`src/hdl/acq_pkg.sv`:
```
package acq_pkg;

  // Register word addresses on the plain register port.
  localparam logic [3:0] ADDR_CTRL   = 4'h0;
  localparam logic [3:0] ADDR_MODE   = 4'h1;
  localparam logic [3:0] ADDR_FRUN   = 4'h2;
  localparam logic [3:0] ADDR_FGRP   = 4'h3;
  localparam logic [3:0] ADDR_IPACE  = 4'h4;
  localparam logic [3:0] ADDR_RPACE  = 4'h5;
  localparam logic [3:0] ADDR_WIDTH  = 4'h6;
  localparam logic [3:0] ADDR_HEIGHT = 4'h7;
  localparam logic [3:0] ADDR_EXPO   = 4'h8;
  localparam logic [3:0] ADDR_PICK   = 4'h9;
  localparam logic [3:0] ADDR_VALUE  = 4'hA;
  localparam logic [3:0] ADDR_EVENT  = 4'hB;
  localparam logic [3:0] ADDR_MASK   = 4'hC;

  // Command bits of a write to the control register.
  localparam int CMD_PREPARE = 0;
  localparam int CMD_BEGIN   = 1;
  localparam int CMD_END     = 2;
  localparam int CMD_CANCEL  = 3;

  // Fields of the mode register.
  localparam int MODE_SEL_LSB = 0;
  localparam int MODE_TRIG    = 2;
  localparam int MODE_GBEGIN  = 3;
  localparam int MODE_GEND    = 4;
  localparam int MODE_GLEVEL  = 5;
  localparam int MODE_LSCAN   = 6;

  // Event bits of the sticky status and mask registers.
  localparam int EV_FRAME = 0;
  localparam int EV_GROUP = 1;
  localparam int EV_RUN   = 2;
  localparam int EV_ERROR = 3;

  // Positions of the synchronised trigger pins.
  localparam int PIN_GBEGIN = 0;
  localparam int PIN_GEND   = 1;
  localparam int PIN_GLEVEL = 2;
  localparam int PIN_IMAGE  = 3;
  localparam int PIN_ROW    = 4;

  // Reset values of the software registers.
  localparam logic [6:0]  RST_MODE   = 7'h02;
  localparam logic [15:0] RST_FRUN   = 16'h0001;
  localparam logic [15:0] RST_FGRP   = 16'h0001;
  localparam logic [31:0] RST_IPACE  = 32'h00000400;
  localparam logic [15:0] RST_RPACE  = 16'h0010;
  localparam logic [15:0] RST_WIDTH  = 16'h0008;
  localparam logic [15:0] RST_HEIGHT = 16'h0008;
  localparam logic [15:0] RST_EXPO   = 16'h0004;

  typedef enum logic [1:0] {
    MODE_ONE_SHOT    = 2'b00,
    MODE_COUNTED_RUN = 2'b01,
    MODE_CONTINUOUS  = 2'b10
  } acq_mode_type;

  typedef enum logic [2:0] {
    ST_IDLE       = 3'b000,
    ST_GROUP_WAIT = 3'b001,
    ST_FRAME_WAIT = 3'b010,
    ST_EXPOSE     = 3'b011,
    ST_LINE_WAIT  = 3'b100,
    ST_READ       = 3'b101
  } acq_fsm_type;

endpackage : acq_pkg

```
`src/hdl/acq_sequencer.sv`:
```
`timescale 1ns/1ps
`default_nettype none
module acq_sequencer
  import acq_pkg::*;
(
  input  wire logic        MCLK,               // Clock, 20 MHz.
  input  wire logic        SYS_RST,            // Synchronous reset, active high.
  input  wire logic [3:0]  ADDR,               // Register word address.
  input  wire logic [31:0] WDATA,              // Register write data.
  input  wire logic        WR,                 // Write strobe.
  input  wire logic        RD,                 // Read strobe.
  output logic      [31:0] RDATA,              // Read data, cycle after RD.
  input  wire logic        GROUP_BEGIN_TRIG,   // Group begin trigger pin.
  input  wire logic        GROUP_END_TRIG,     // Group end trigger pin.
  input  wire logic        GROUP_LEVEL_TRIG,   // Level group trigger pin.
  input  wire logic        IMAGE_TRIG,         // Frame trigger pin.
  input  wire logic        ROW_TRIG,           // Line trigger pin.
  input  wire logic        XFER_BUSY,          // Downstream frame transfer busy.
  output logic             RUN_TRIG_WAIT,      // Waiting for a group trigger.
  output logic             RUN_BUSY,           // Acquisition active.
  output logic             RUN_XFER,           // Acquisition transfer interval.
  output logic             GROUP_XFER,         // Group transfer interval.
  output logic             IMAGE_TRIG_WAIT,    // Waiting to start a frame.
  output logic             IMAGE_BUSY,         // Frame active.
  output logic             INTEGRATING,        // Exposure active.
  output logic             READOUT,            // Sensor line readout active.
  output logic             IRQ                 // Level interrupt.
);

  typedef struct packed {
    logic [4:0]   sync1;
    logic [4:0]   sync2;
    logic [4:0]   prev;
    logic [6:0]   mode;
    logic [15:0]  frun;
    logic [15:0]  fgrp;
    logic [31:0]  ipace;
    logic [15:0]  rpace;
    logic [15:0]  width;
    logic [15:0]  height;
    logic [15:0]  expo;
    logic [2:0]   pick;
    logic [3:0]   mask;
    logic [3:0]   events;
    logic [6:0]   f_mode;
    logic [15:0]  f_frun;
    logic [15:0]  f_fgrp;
    logic [31:0]  f_ipace;
    logic [15:0]  f_rpace;
    logic [15:0]  f_width;
    logic [15:0]  f_height;
    logic [15:0]  f_expo;
    logic         armed;
    acq_fsm_type  fsm;
    logic         stop_pend;
    logic         in_group;
    logic         gend_pend;
    logic [31:0]  frame_tmr;
    logic [15:0]  line_tmr;
    logic [15:0]  cnt;
    logic [15:0]  line;
    logic [15:0]  frames;
    logic [15:0]  gframes;
    logic         run_xfer;
    logic         group_xfer;
    logic [31:0]  rdata;
  } acq_state_type;

  acq_state_type st;
  acq_state_type next_st;

  logic [4:0]  pins;
  logic [4:0]  edge_seen;
  logic        cfg_ok;
  logic        trig_on;
  logic        lscan;
  logic        g_begin;
  logic        g_end;
  logic        g_level;
  logic        groups_on;
  logic        level_hi;
  logic        line_go;
  logic        run_done;
  logic        group_close;
  logic [3:0]  ev_set;
  logic [7:0]  status_vec;
  acq_mode_type f_sel;

  assign pins = {ROW_TRIG, IMAGE_TRIG, GROUP_LEVEL_TRIG, GROUP_END_TRIG, GROUP_BEGIN_TRIG};

  // Rising edges are taken from the second synchroniser stage only.
  assign edge_seen = st.sync2 & ~st.prev;

  assign f_sel     = acq_mode_type'(st.f_mode[MODE_SEL_LSB +: 2]);
  assign trig_on   = st.f_mode[MODE_TRIG];
  assign lscan     = st.f_mode[MODE_LSCAN];
  assign g_begin   = st.f_mode[MODE_GBEGIN];
  assign g_end     = st.f_mode[MODE_GEND];
  assign g_level   = st.f_mode[MODE_GLEVEL];
  assign groups_on = g_begin | g_level;
  assign level_hi  = st.sync2[PIN_GLEVEL];

  // Settings check performed when capture settings are frozen.
  always_comb begin
    cfg_ok = (st.width != 16'h0000) && (st.height != 16'h0000);
    if (st.mode[MODE_SEL_LSB +: 2] == 2'b11) begin
      cfg_ok = 1'b0;
    end
    if (st.mode[MODE_SEL_LSB +: 2] == MODE_COUNTED_RUN && st.frun == 16'h0000) begin
      cfg_ok = 1'b0;
    end
    if (st.mode[MODE_GBEGIN] && !st.mode[MODE_GEND] && st.fgrp == 16'h0000) begin
      cfg_ok = 1'b0;
    end
  end

  // Line start gate: row trigger when triggering is on, row pace otherwise.
  assign line_go = trig_on ? edge_seen[PIN_ROW] : (st.line_tmr <= 16'h0001);

  // Decisions taken when the last line of a frame has been read out.
  assign run_done = st.stop_pend
                  || (f_sel == MODE_ONE_SHOT)
                  || (f_sel == MODE_COUNTED_RUN && st.frames + 16'h0001 >= st.f_frun);

  always_comb begin
    group_close = 1'b0;
    if (g_level) begin
      group_close = !level_hi;
    end else if (g_begin && g_end) begin
      group_close = st.gend_pend;
    end else if (g_begin) begin
      group_close = (st.gframes + 16'h0001 >= st.f_fgrp);
    end
  end

  assign status_vec = {1'b0, st.group_xfer, INTEGRATING, IMAGE_BUSY, IMAGE_TRIG_WAIT,
                       st.run_xfer, RUN_BUSY, RUN_TRIG_WAIT};

  ////////////////////////////////////////////////////////////////////////////////

  always_comb begin
    next_st       = st;
    ev_set        = 4'h0;
    next_st.sync1 = pins;
    next_st.sync2 = st.sync1;
    next_st.prev  = st.sync2;
    next_st.rdata = 32'h00000000;

    if (st.frame_tmr != 32'h00000000) begin
      next_st.frame_tmr = st.frame_tmr - 32'h00000001;
    end
    if (st.line_tmr != 16'h0000) begin
      next_st.line_tmr = st.line_tmr - 16'h0001;
    end

    // Software register writes; commands are one-cycle actions.
    if (WR) begin
      unique case (ADDR)
        ADDR_MODE:   next_st.mode   = WDATA[6:0];
        ADDR_FRUN:   next_st.frun   = WDATA[15:0];
        ADDR_FGRP:   next_st.fgrp   = WDATA[15:0];
        ADDR_IPACE:  next_st.ipace  = WDATA;
        ADDR_RPACE:  next_st.rpace  = WDATA[15:0];
        ADDR_WIDTH:  next_st.width  = WDATA[15:0];
        ADDR_HEIGHT: next_st.height = WDATA[15:0];
        ADDR_EXPO:   next_st.expo   = WDATA[15:0];
        ADDR_PICK:   next_st.pick   = WDATA[2:0];
        ADDR_MASK:   next_st.mask   = WDATA[3:0];
        default: ;
      endcase
    end

    // Sequencer.
    unique case (st.fsm)
      ST_IDLE: begin
        if (WR && ADDR == ADDR_CTRL && (WDATA[CMD_PREPARE] || WDATA[CMD_BEGIN])) begin
          if (st.armed && WDATA[CMD_BEGIN]) begin
            next_st.armed = 1'b1;
          end else if (cfg_ok) begin
            next_st.armed    = 1'b1;
            next_st.f_mode   = st.mode;
            next_st.f_frun   = st.frun;
            next_st.f_fgrp   = st.fgrp;
            next_st.f_ipace  = st.ipace;
            next_st.f_rpace  = st.rpace;
            next_st.f_width  = st.width;
            next_st.f_height = st.height;
            next_st.f_expo   = st.expo;
          end else begin
            ev_set[EV_ERROR] = 1'b1;
          end
          if (WDATA[CMD_BEGIN] && (st.armed || cfg_ok)) begin
            next_st.frames    = 16'h0000;
            next_st.stop_pend = 1'b0;
            next_st.in_group  = 1'b0;
            next_st.frame_tmr = 32'h00000000;
            if (st.armed ? groups_on
                         : (st.mode[MODE_GBEGIN] || st.mode[MODE_GLEVEL])) begin
              next_st.fsm = ST_GROUP_WAIT;
            end else begin
              next_st.fsm = ST_FRAME_WAIT;
            end
          end
        end
      end
      ST_GROUP_WAIT: begin
        if (st.stop_pend) begin
          next_st.fsm = ST_IDLE;
        end else if (g_level ? level_hi : edge_seen[PIN_GBEGIN]) begin
          next_st.in_group  = 1'b1;
          next_st.gframes   = 16'h0000;
          next_st.gend_pend = 1'b0;
          next_st.fsm       = ST_FRAME_WAIT;
        end
      end
      ST_FRAME_WAIT: begin
        if (st.stop_pend) begin
          next_st.fsm = ST_IDLE;
        end else if (g_level && !level_hi) begin
          next_st.in_group = 1'b0;
          next_st.fsm      = ST_GROUP_WAIT;
        end else if (trig_on ? edge_seen[PIN_IMAGE]
                             : (st.frame_tmr <= 32'h00000001)) begin
          next_st.frame_tmr = st.f_ipace;
          next_st.line      = 16'h0000;
          next_st.cnt       = st.f_expo;
          next_st.line_tmr  = 16'h0000;
          next_st.fsm       = (lscan || st.f_expo == 16'h0000) ? ST_LINE_WAIT : ST_EXPOSE;
        end
      end
      ST_EXPOSE: begin
        if (st.cnt <= 16'h0001) begin
          next_st.cnt = st.f_width;
          next_st.fsm = lscan ? ST_READ : ST_LINE_WAIT;
        end else begin
          next_st.cnt = st.cnt - 16'h0001;
        end
      end
      ST_LINE_WAIT: begin
        if (line_go) begin
          next_st.line_tmr = st.f_rpace;
          if (lscan && st.f_expo != 16'h0000) begin
            next_st.cnt = st.f_expo;
            next_st.fsm = ST_EXPOSE;
          end else begin
            next_st.cnt = st.f_width;
            next_st.fsm = ST_READ;
          end
        end
      end
      ST_READ: begin
        if (st.cnt > 16'h0001) begin
          next_st.cnt = st.cnt - 16'h0001;
        end else if (st.line + 16'h0001 < st.f_height) begin
          next_st.line = st.line + 16'h0001;
          next_st.fsm  = ST_LINE_WAIT;
        end else begin
          // Frame ends with readout; transfer may still be running.
          ev_set[EV_FRAME] = 1'b1;
          next_st.frames   = st.frames + 16'h0001;
          next_st.gframes  = st.gframes + 16'h0001;
          if (run_done) begin
            next_st.fsm      = ST_IDLE;
            ev_set[EV_RUN]   = 1'b1;
            ev_set[EV_GROUP] = st.in_group;
          end else if (groups_on && group_close) begin
            next_st.in_group = 1'b0;
            ev_set[EV_GROUP] = 1'b1;
            next_st.fsm      = ST_GROUP_WAIT;
          end else begin
            next_st.fsm = ST_FRAME_WAIT;
          end
        end
      end
      default: next_st.fsm = ST_IDLE;
    endcase

    // A group end trigger is remembered until the frame in progress finishes.
    if (st.in_group && edge_seen[PIN_GEND] && next_st.in_group) begin
      next_st.gend_pend = 1'b1;
    end

    if (WR && ADDR == ADDR_CTRL && WDATA[CMD_END] && st.fsm != ST_IDLE) begin
      next_st.stop_pend = 1'b1;
    end

    // Cancel returns the sequencer to idle from any state, even a frame mid-readout.
    if (WR && ADDR == ADDR_CTRL && WDATA[CMD_CANCEL]) begin
      next_st.fsm      = ST_IDLE;
      next_st.in_group = 1'b0;
      ev_set[EV_RUN]   = (st.fsm != ST_IDLE);
    end

    if (next_st.fsm == ST_IDLE) begin
      next_st.stop_pend = 1'b0;
      next_st.in_group  = 1'b0;
      if (st.fsm != ST_IDLE) begin
        next_st.armed = 1'b0;
      end
    end

    // Transfer intervals follow the downstream busy level, not the frame.
    if (RUN_BUSY && XFER_BUSY) begin
      next_st.run_xfer = 1'b1;
    end else if (!RUN_BUSY && !XFER_BUSY) begin
      next_st.run_xfer = 1'b0;
    end
    if (st.in_group && XFER_BUSY) begin
      next_st.group_xfer = 1'b1;
    end else if (!st.in_group && !XFER_BUSY) begin
      next_st.group_xfer = 1'b0;
    end

    // Register reads; the event register clears on read, but a new event wins.
    if (RD) begin
      unique case (ADDR)
        ADDR_CTRL:   next_st.rdata = {27'h0000000, st.stop_pend, st.armed, st.fsm};
        ADDR_MODE:   next_st.rdata = {25'h0000000, st.mode};
        ADDR_FRUN:   next_st.rdata = {16'h0000, st.frun};
        ADDR_FGRP:   next_st.rdata = {16'h0000, st.fgrp};
        ADDR_IPACE:  next_st.rdata = st.ipace;
        ADDR_RPACE:  next_st.rdata = {16'h0000, st.rpace};
        ADDR_WIDTH:  next_st.rdata = {16'h0000, st.width};
        ADDR_HEIGHT: next_st.rdata = {16'h0000, st.height};
        ADDR_EXPO:   next_st.rdata = {16'h0000, st.expo};
        ADDR_PICK:   next_st.rdata = {29'h00000000, st.pick};
        ADDR_VALUE:  next_st.rdata = {31'h00000000, status_vec[st.pick]};
        ADDR_EVENT:  next_st.rdata = {28'h0000000, st.events};
        ADDR_MASK:   next_st.rdata = {28'h0000000, st.mask};
        default:     next_st.rdata = 32'h00000000;
      endcase
    end
    if (RD && ADDR == ADDR_EVENT) begin
      next_st.events = ev_set;
    end else begin
      next_st.events = st.events | ev_set;
    end
  end

  ////////////////////////////////////////////////////////////////////////////////

  always_ff @(posedge MCLK) begin
    if (SYS_RST) begin
      st          <= '0;
      st.mode     <= RST_MODE;
      st.frun     <= RST_FRUN;
      st.fgrp     <= RST_FGRP;
      st.ipace    <= RST_IPACE;
      st.rpace    <= RST_RPACE;
      st.width    <= RST_WIDTH;
      st.height   <= RST_HEIGHT;
      st.expo     <= RST_EXPO;
      st.f_mode   <= RST_MODE;
      st.f_frun   <= RST_FRUN;
      st.f_fgrp   <= RST_FGRP;
      st.f_ipace  <= RST_IPACE;
      st.f_rpace  <= RST_RPACE;
      st.f_width  <= RST_WIDTH;
      st.f_height <= RST_HEIGHT;
      st.f_expo   <= RST_EXPO;
      st.fsm      <= ST_IDLE;
    end else begin
      st <= next_st;
    end
  end

  ////////////////////////////////////////////////////////////////////////////////

  assign RDATA           = st.rdata;
  assign RUN_BUSY        = (st.fsm != ST_IDLE);
  assign RUN_TRIG_WAIT   = (st.fsm == ST_GROUP_WAIT);
  assign RUN_XFER        = st.run_xfer;
  assign GROUP_XFER      = st.group_xfer;
  assign IMAGE_TRIG_WAIT = (st.fsm == ST_FRAME_WAIT);
  assign IMAGE_BUSY      = (st.fsm == ST_EXPOSE) || (st.fsm == ST_LINE_WAIT)
                        || (st.fsm == ST_READ);
  assign INTEGRATING     = (st.fsm == ST_EXPOSE);
  assign READOUT         = (st.fsm == ST_READ);
  assign IRQ             = |(st.events & st.mask);

endmodule : acq_sequencer
`default_nettype wire

```
`config.mk`:
```
export PLATFORM = sky130hd
export DESIGN_NAME = acq_sequencer
export DESIGN_NICKNAME = d
export VERILOG_FILES = /design/src/hdl/acq_pkg.sv /design/src/hdl/acq_sequencer.sv
export SDC_FILE = /design/constraint.sdc
export NUM_CORES = 1
export LEC_CHECK = 0
export CAP_MARGIN = 30
export CELL_PAD_IN_SITES_DETAIL_PLACEMENT = 0
export CELL_PAD_IN_SITES_GLOBAL_PLACEMENT = 1
export CORE_ASPECT_RATIO = 0.5
export CORE_MARGIN = 2
export CORE_UTILIZATION = 40
export CTS_CLUSTER_DIAMETER = 80
export DETAILED_ROUTE_END_ITERATION = 10
export DONT_BUFFER_PORTS = 1
export GPL_TIMING_DRIVEN = 0
export PLACE_DENSITY_LB_ADDON = 0.1
export SYNTH_ARGS = -nofsm -noshare
export SYNTH_HDL_FRONTEND = slang
export SYNTH_SLANG_ARGS = --single-unit
export TNS_END_PERCENT = 10
```
`constraint.sdc`:
```
create_clock -name MCLK -period 4.1 [get_ports MCLK]
set_input_delay 0.41 -clock MCLK [delete_from_list [all_inputs] [get_ports MCLK]]
set_output_delay 0.41 -clock MCLK [all_outputs]
set_load 0.02 [all_outputs]
```
==> impl_metrics.ini, run 1 <==
[status]
outcome = finished clean

[drt]
finalWirelength_mm = 79.3
wl_per_cell_um = 23.1
dr.pass1.iters = 6
drt-initial-drc-count = 2235
antenna_left = 0
routed_via_density = 5.65
vias = 19400
drcViolationCount = 0

[sta]
layout_min_cycle_time_ps = 4070
max-slew-margin-rel_pct = 24.8
fin_skew_ps = 25.4
drv_slew = 0
fin_crit_sh_pct = 99.2
rsz0062_at_grt = yes
final-setup-viol-count = 0
whs_ps = 131
finalHoldViolations = 0
fmax_mhz = 246
worstMarginPinSlew_ps = 1120

[global_routing]
grt_pass1_vias = 17800
grt_pass1_wl_mm = 116
grt_max_degree = 15
grt-ovfl-total = 0
gr-usage-all-layers_pct = 29.1
antenna_found_initial = 2

[pwr]
power_density_mw_per_mm2 = 455
ir_worst_vdd_mv = 0.271
finalPower_mw = 11.0
leakage_nw = 8.73

[floorplanning]
die_h_um = 165
num_io_pins = 87
start_util_pct = 40.8
core_area_mm2 = 0.0506
die_w_um = 325
dieArea_mm2 = 0.0535
core.rowCount = 58

[cells_and_area]
diodes = 0
area_growth_pct = 16.8
fin_area_mm2 = 0.0241
drive_gt1_share_pct = 9.43
finalNetCount = 2819
nFillCells = 5143

[synthesis]
ys_ff_latch = 448
yosysTopAreaCell = dfxtp_1
ys_top_cells_by_area = dfxtp_1 44%, nand2_1 12%, a21oi_1 8.4%
synthFlopType = dfxtp_1
ys_async_sr_fraction_pct = 0
syn_area_mm2 = 0.0206
yosysUniqueCellTypes = 78
synthCells = 2595
avgSynthCellArea_um2 = 7.94
synth_nets = 2700
synth_top_cell_area_share_pct = 43.5
ys.warnings.count = 0
synth_common_cells = 633 x nand2_1, 448 x dfxtp_1, 346 x a21oi_1
synth-edff-count = 0
synth_most_common_cell = nand2_1
ys_seq_area_share_pct = 43.5

[cts]
worstSkewPairLatency_ps = 580
cts_tree = built
cts_buffers = 43
clk_pin_slew_ps = 70
root_buffer = clkbuf_16
htree_levels = 2
cts.sinks = 448
clk_path_buf_depth = 3

[worst_setup_path]
crit_chain = ha_4 -> nand3_4 -> nor3_4 -> and3_4 -> and3_4 -> nand3_4 -> xnor2_2 -> ha_1 -> nand4_1 -> a2111oi_4 -> buf_4 -> a211oi_4 -> nor4_2 -> o2111ai_1 -> o31ai_2 -> buf_4 -> nor3_2
crit_fanout = 5
worst_r2r_path_depth = 17
startpoint_type = register
required_ps = 4520
worstPathArrival_ps = 4490
slowest_delay_ps = 390
crit_path_top_delay_cell = dfxtp_4
crit_type = register to register
end_kind = register

[hold_path]
hold_path.class = primary input to register
holdPathStages = 3

[run]
cap_violations = 0

[place]
io_buffers = 0
place_congestion = 0.994
postPlaceCellArea_mm2 = 0.0215
place_hpwl_mm = 59.5
registers in the layout, summed over array words and instances (netlist names), 2 cells and up:
name / count
next_st: 9
RDATA: 32
f_sel: 2
st: 398
layout make-up:
cell class	instances	area (um^2)	area share, %
Buffer	187	892	3.71
Inverter	68	255	1.06
Clock buffer	66	1350	5.59
Multi-Input combinational cell	1892	10900	45.4
Sequential cell	448	9010	37.4
Clock inverter	11	135	0.561
Tap cell	690	863	3.59
Timing Repair Buffer	74	651	2.70
metal layers:
layer	GRT usage [%]	up-vias	part of all wire, %
met2	43.4	754	41
met4	7.22	2	2.4
met3	5.85	114	9.0
li1	-	9220	-
met5	0.815	-	0.077
met1	42.6	9319	47
placed cells by master (no fill, tap or decap), drive strengths merged, types with 23 or more instances in the layout:
| master | instances |
|---|---|
| nand3b | 23 |
| nand3 | 62 |
| nand2 | 633 |
| a211oi | 23 |
| o21ai | 52 |
| nor4 | 40 |
| and3 | 24 |
| ha | 59 |
| buf | 99 |
| and2 | 28 |
| xor2 | 55 |
| nor2b | 24 |
| dfxtp | 448 |
| a222oi | 26 |
| a22oi | 78 |
| inv | 68 |
| nor3 | 36 |
| dlygate4sd3 | 30 |
| clkbuf | 198 |
| nor2 | 153 |
| a31oi | 30 |
| a21oi | 346 |
| xnor2 | 42 |
final timing paths:
kind | start | to | slack (ps)
min reg2reg | next_st[443]$_SDFF_PP0_ | next_st[438]$_SDFF_PP0_ | 440
min | XFER_BUSY | RUN_XFER$_SDFFE_PP0P_ | 130
max | st[66]$_SDFFE_PP0P_ | st[148]$_SDFFE_PP0P_ | 30
max reg2reg | st[66]$_SDFFE_PP0P_ | st[148]$_SDFFE_PP0P_ | 30
cell families (layout without fill, tap and decap cells):
family | Yosys count | count (layout) | share of synthesized area, %
simple gates | 1090 | 1090 | 23.5
compound gates | 636 | 636 | 19.3
flops | 448 | 448 | 43.5
buf+inv | 255 | 406 | 5.44
xor+xnor | 97 | 97 | 4.12
fa+ha+maj | 59 | 59 | 3.58
mux | 10 | 10 | 0.492
critical path: cells and delay by family (launching register included):
family	cells	cell delay, ps
adder cells (fa/ha/maj)	2	450
flip-flops	1	390
AO/OA/AOI/OAI	4	950
XOR/XNOR	1	160
AND/OR/NAND/NOR	8	1540
buffers and inverters	2	400
through the flow:
stage	util, %	std cells	setup WS, ps	TNS [ps]
6_report	47.6	3436	33.1	0
3_5_place_dp	42.6	3292	-1670	-64260
5_1_grt	47.6	3436	-142	-1050
3_3_place_gp	42.5	3285	-2030	-89660
4_1_cts	46.7	3405	-8.30	-8.30
2_1_floorplan	-	2595	52.0	0
power by group:
group	internal (mW)	total, mW	switching, mW
Sequential	4.50	4.65	0.149
Clock	2.45	4.28	1.83
Combinational	0.759	2.03	1.27
Total	7.71	11.0	3.25
timing repair:
action | 4_1_cts | 5_1_grt
gates resized for setup | 61 | 55
pin swaps | 8 | 34
hold buffers | 30 | 0
setup endpoints to repair | 58 | 55
hold endpoints to repair | 84 | 0
setup buffers | 6 | 31
No activity file was read; power rests on OpenSTA's default activity.
==> inputs of run 2 (changes only) <==
==> constraint.sdc (replaced) <==
create_clock -name MCLK -period 4.1 [get_ports MCLK]
set_input_delay 0.615 -clock MCLK [delete_from_list [all_inputs] [get_ports MCLK]]
set_output_delay 0.615 -clock MCLK [all_outputs]
set_load 0.02 [all_outputs]
==> run 2 against run 1 <==
Non-clock buffer count shrank 30. Cell area shrank 1.2%. Routed wire length shrank 0.54%. Critical path depth is the same. Register-to-register slack is essentially flat. First-iteration DRC count shrank 8.2%. Maximum frequency shrank 0.35%. Worst setup slack lost 14 ps. Sequential power is essentially flat. Core utilization shrank 0.59 points. Global-route usage shrank 0.17 points. Clock skew grew 1.6 ps.
==> impl_metrics.ini, run 2 (synthesized netlist as in run 1, its figures left out) <==
[status]
outcome = finished clean

[floorplanning]
start_util_pct = 40.8
die_h_um = 165
core.rowCount = 58
die_w_um = 325
num_io_pins = 87
dieArea_mm2 = 0.0535
core_area_mm2 = 0.0506

[cts]
clk_path_buf_depth = 3
worstSkewPairLatency_ps = 580
cts_buffers = 43
htree_levels = 2
clk_pin_slew_ps = 80
cts_tree = built
cts.sinks = 448
root_buffer = clkbuf_16
cts_hold_buf = 0

[worst_setup_path]
required_ps = 4520
crit_type = register to register
end_kind = register
crit_fanout = 4
startpoint_type = register
worstPathArrival_ps = 4510
r2r_slack_ps = 20

[pwr]
finalPower_mw = 10.9
leakage_nw = 8.60
power_density_mw_per_mm2 = 459
ir_worst_vdd_mv = 0.270

[place]
io_buffers = 0
place_hpwl_mm = 59.5
place_congestion = 0.994

[cells_and_area]
final_common_cell = nand2_1
finalNetCount = 2789
drive_gt1_share_pct = 9.54
largest_reg_flops = 398
area_growth_pct = 15.3
diodes = 0
final_cell_mix = 630 x nand2_1, 436 x dfxtp_1, 343 x a21oi_1
largest-register = st

[sta]
max-slew-margin-rel_pct = 26.6
fin_skew_ps = 27.0
drv_slew = 0
fmax_mhz = 245
fin_setup_tns_ps = 0
final-setup-viol-count = 0
layout_min_cycle_time_ps = 4080
finalHoldViolations = 0
worstMarginPinSlew_ps = 1090
rsz0062_at_grt = yes
fin_crit_sh_pct = 99.5

[drt]
vias = 19300
finalWirelength_mm = 78.9
routed_via_density = 5.67
wl_per_cell_um = 23.2
drt-initial-drc-count = 2051
drcViolationCount = 0
dr.pass1.iters = 10
antenna_left = 0

[global_routing]
grt_max_degree = 15
gr-usage-all-layers_pct = 28.9
grt_pass1_wl_mm = 116
grt-ovfl-total = 0
antenna_found_initial = 2
grt_pass1_vias = 17700

[run]
cap_violations = 0

[hold_path]
hold_path.class = primary input to register
==> run 2: cell count changes in the layout (fill, tap and decap cells not counted), sizes merged <==
cell,previous run,this run
dlygate4sd3,30,0
==> run 2: final cells by class <==
class | instances | area (um^2)
Buffer | 187 | 892
Clock buffer | 66 | 1350
Clock inverter | 11 | 135
Fill cell | 5174 | 26800
Inverter | 68 | 255
Multi-Input combinational cell | 1892 | 10900
Sequential cell | 448 | 9010
Tap cell | 690 | 863
Timing Repair Buffer | 44 | 350
==> run 2: what timing repair did <==
action / in CTS / in global routing
setup endpoints to repair: 58 / 55
setup buffers: 6 / 31
resized for setup: 61 / 55
pin swaps: 8 / 34
==> run 2: final timing paths <==
kind                            cells after the start                    start                      end
worst max-delay path                               17      st[67]$_SDFFE_PP0P_     st[148]$_SDFFE_PP0P_
worst min-delay path                                1           GROUP_END_TRIG  next_st[440]$_SDFF_PP0_
worst max register to register                     17      st[67]$_SDFFE_PP0P_     st[148]$_SDFFE_PP0P_
worst min register to register                      1  next_st[443]$_SDFF_PP0_  next_st[438]$_SDFF_PP0_
==> run 2: worst max-delay path, stage by stage (launching register included) <==
cell and delay, ps:
dfxtp_4 380, ha_4 150, nand3_4 100, nor3_4 260, and3_4 240, and3_4 220
nand3_4 80, xnor2_2 160, ha_1 300, nand4_1 240, a2111oi_4 390, buf_4 220
a211oi_4 110, nor4_2 380, o2111ai_1 180, o31ai_2 300, buf_4 180, nor3_2 30
==> run 2: power by group <==
| group | leakage (nW) | switching (mW) | total [mW] | internal, mW |
|---|---|---|---|---|
| logic | 4.24 | 1.25 | 1.99 | 0.740 |
| registers | 3.63 | 0.149 | 4.65 | 4.50 |
| clock network | 0.730 | 1.83 | 4.28 | 2.45 |
| total | 8.60 | 3.23 | 10.9 | 7.69 |
==> run 2: metal layers <==
metal	vias to the layer above	GRT usage, %	share of wire, %
li1	9176	-	-
met1	9282	42.3	47
met2	715	43.2	41
met3	121	5.93	9.3
met4	2	7.07	2.4
met5	-	0.815	0.079
==> run 2: metrics by stage <==
| step | utilization, % | hold WS (ps) | worst slack, ps | std cells | instance area, um^2 |
|---|---|---|---|---|---|
| after global routing | 47.0 | 149 | -142 | 3406 | 23800 |
| after global placement | 42.5 | 418 | -2030 | 3285 | 21500 |
| after CTS | 46.1 | 145 | -8.30 | 3375 | 23300 |
| final | 47.0 | 160 | 18.9 | 3406 | 23800 |
| after floorplan | - | 414 | 52.0 | 2595 | 20600 |
| after detailed placement | 42.6 | 421 | -1670 | 3292 | 21500 |
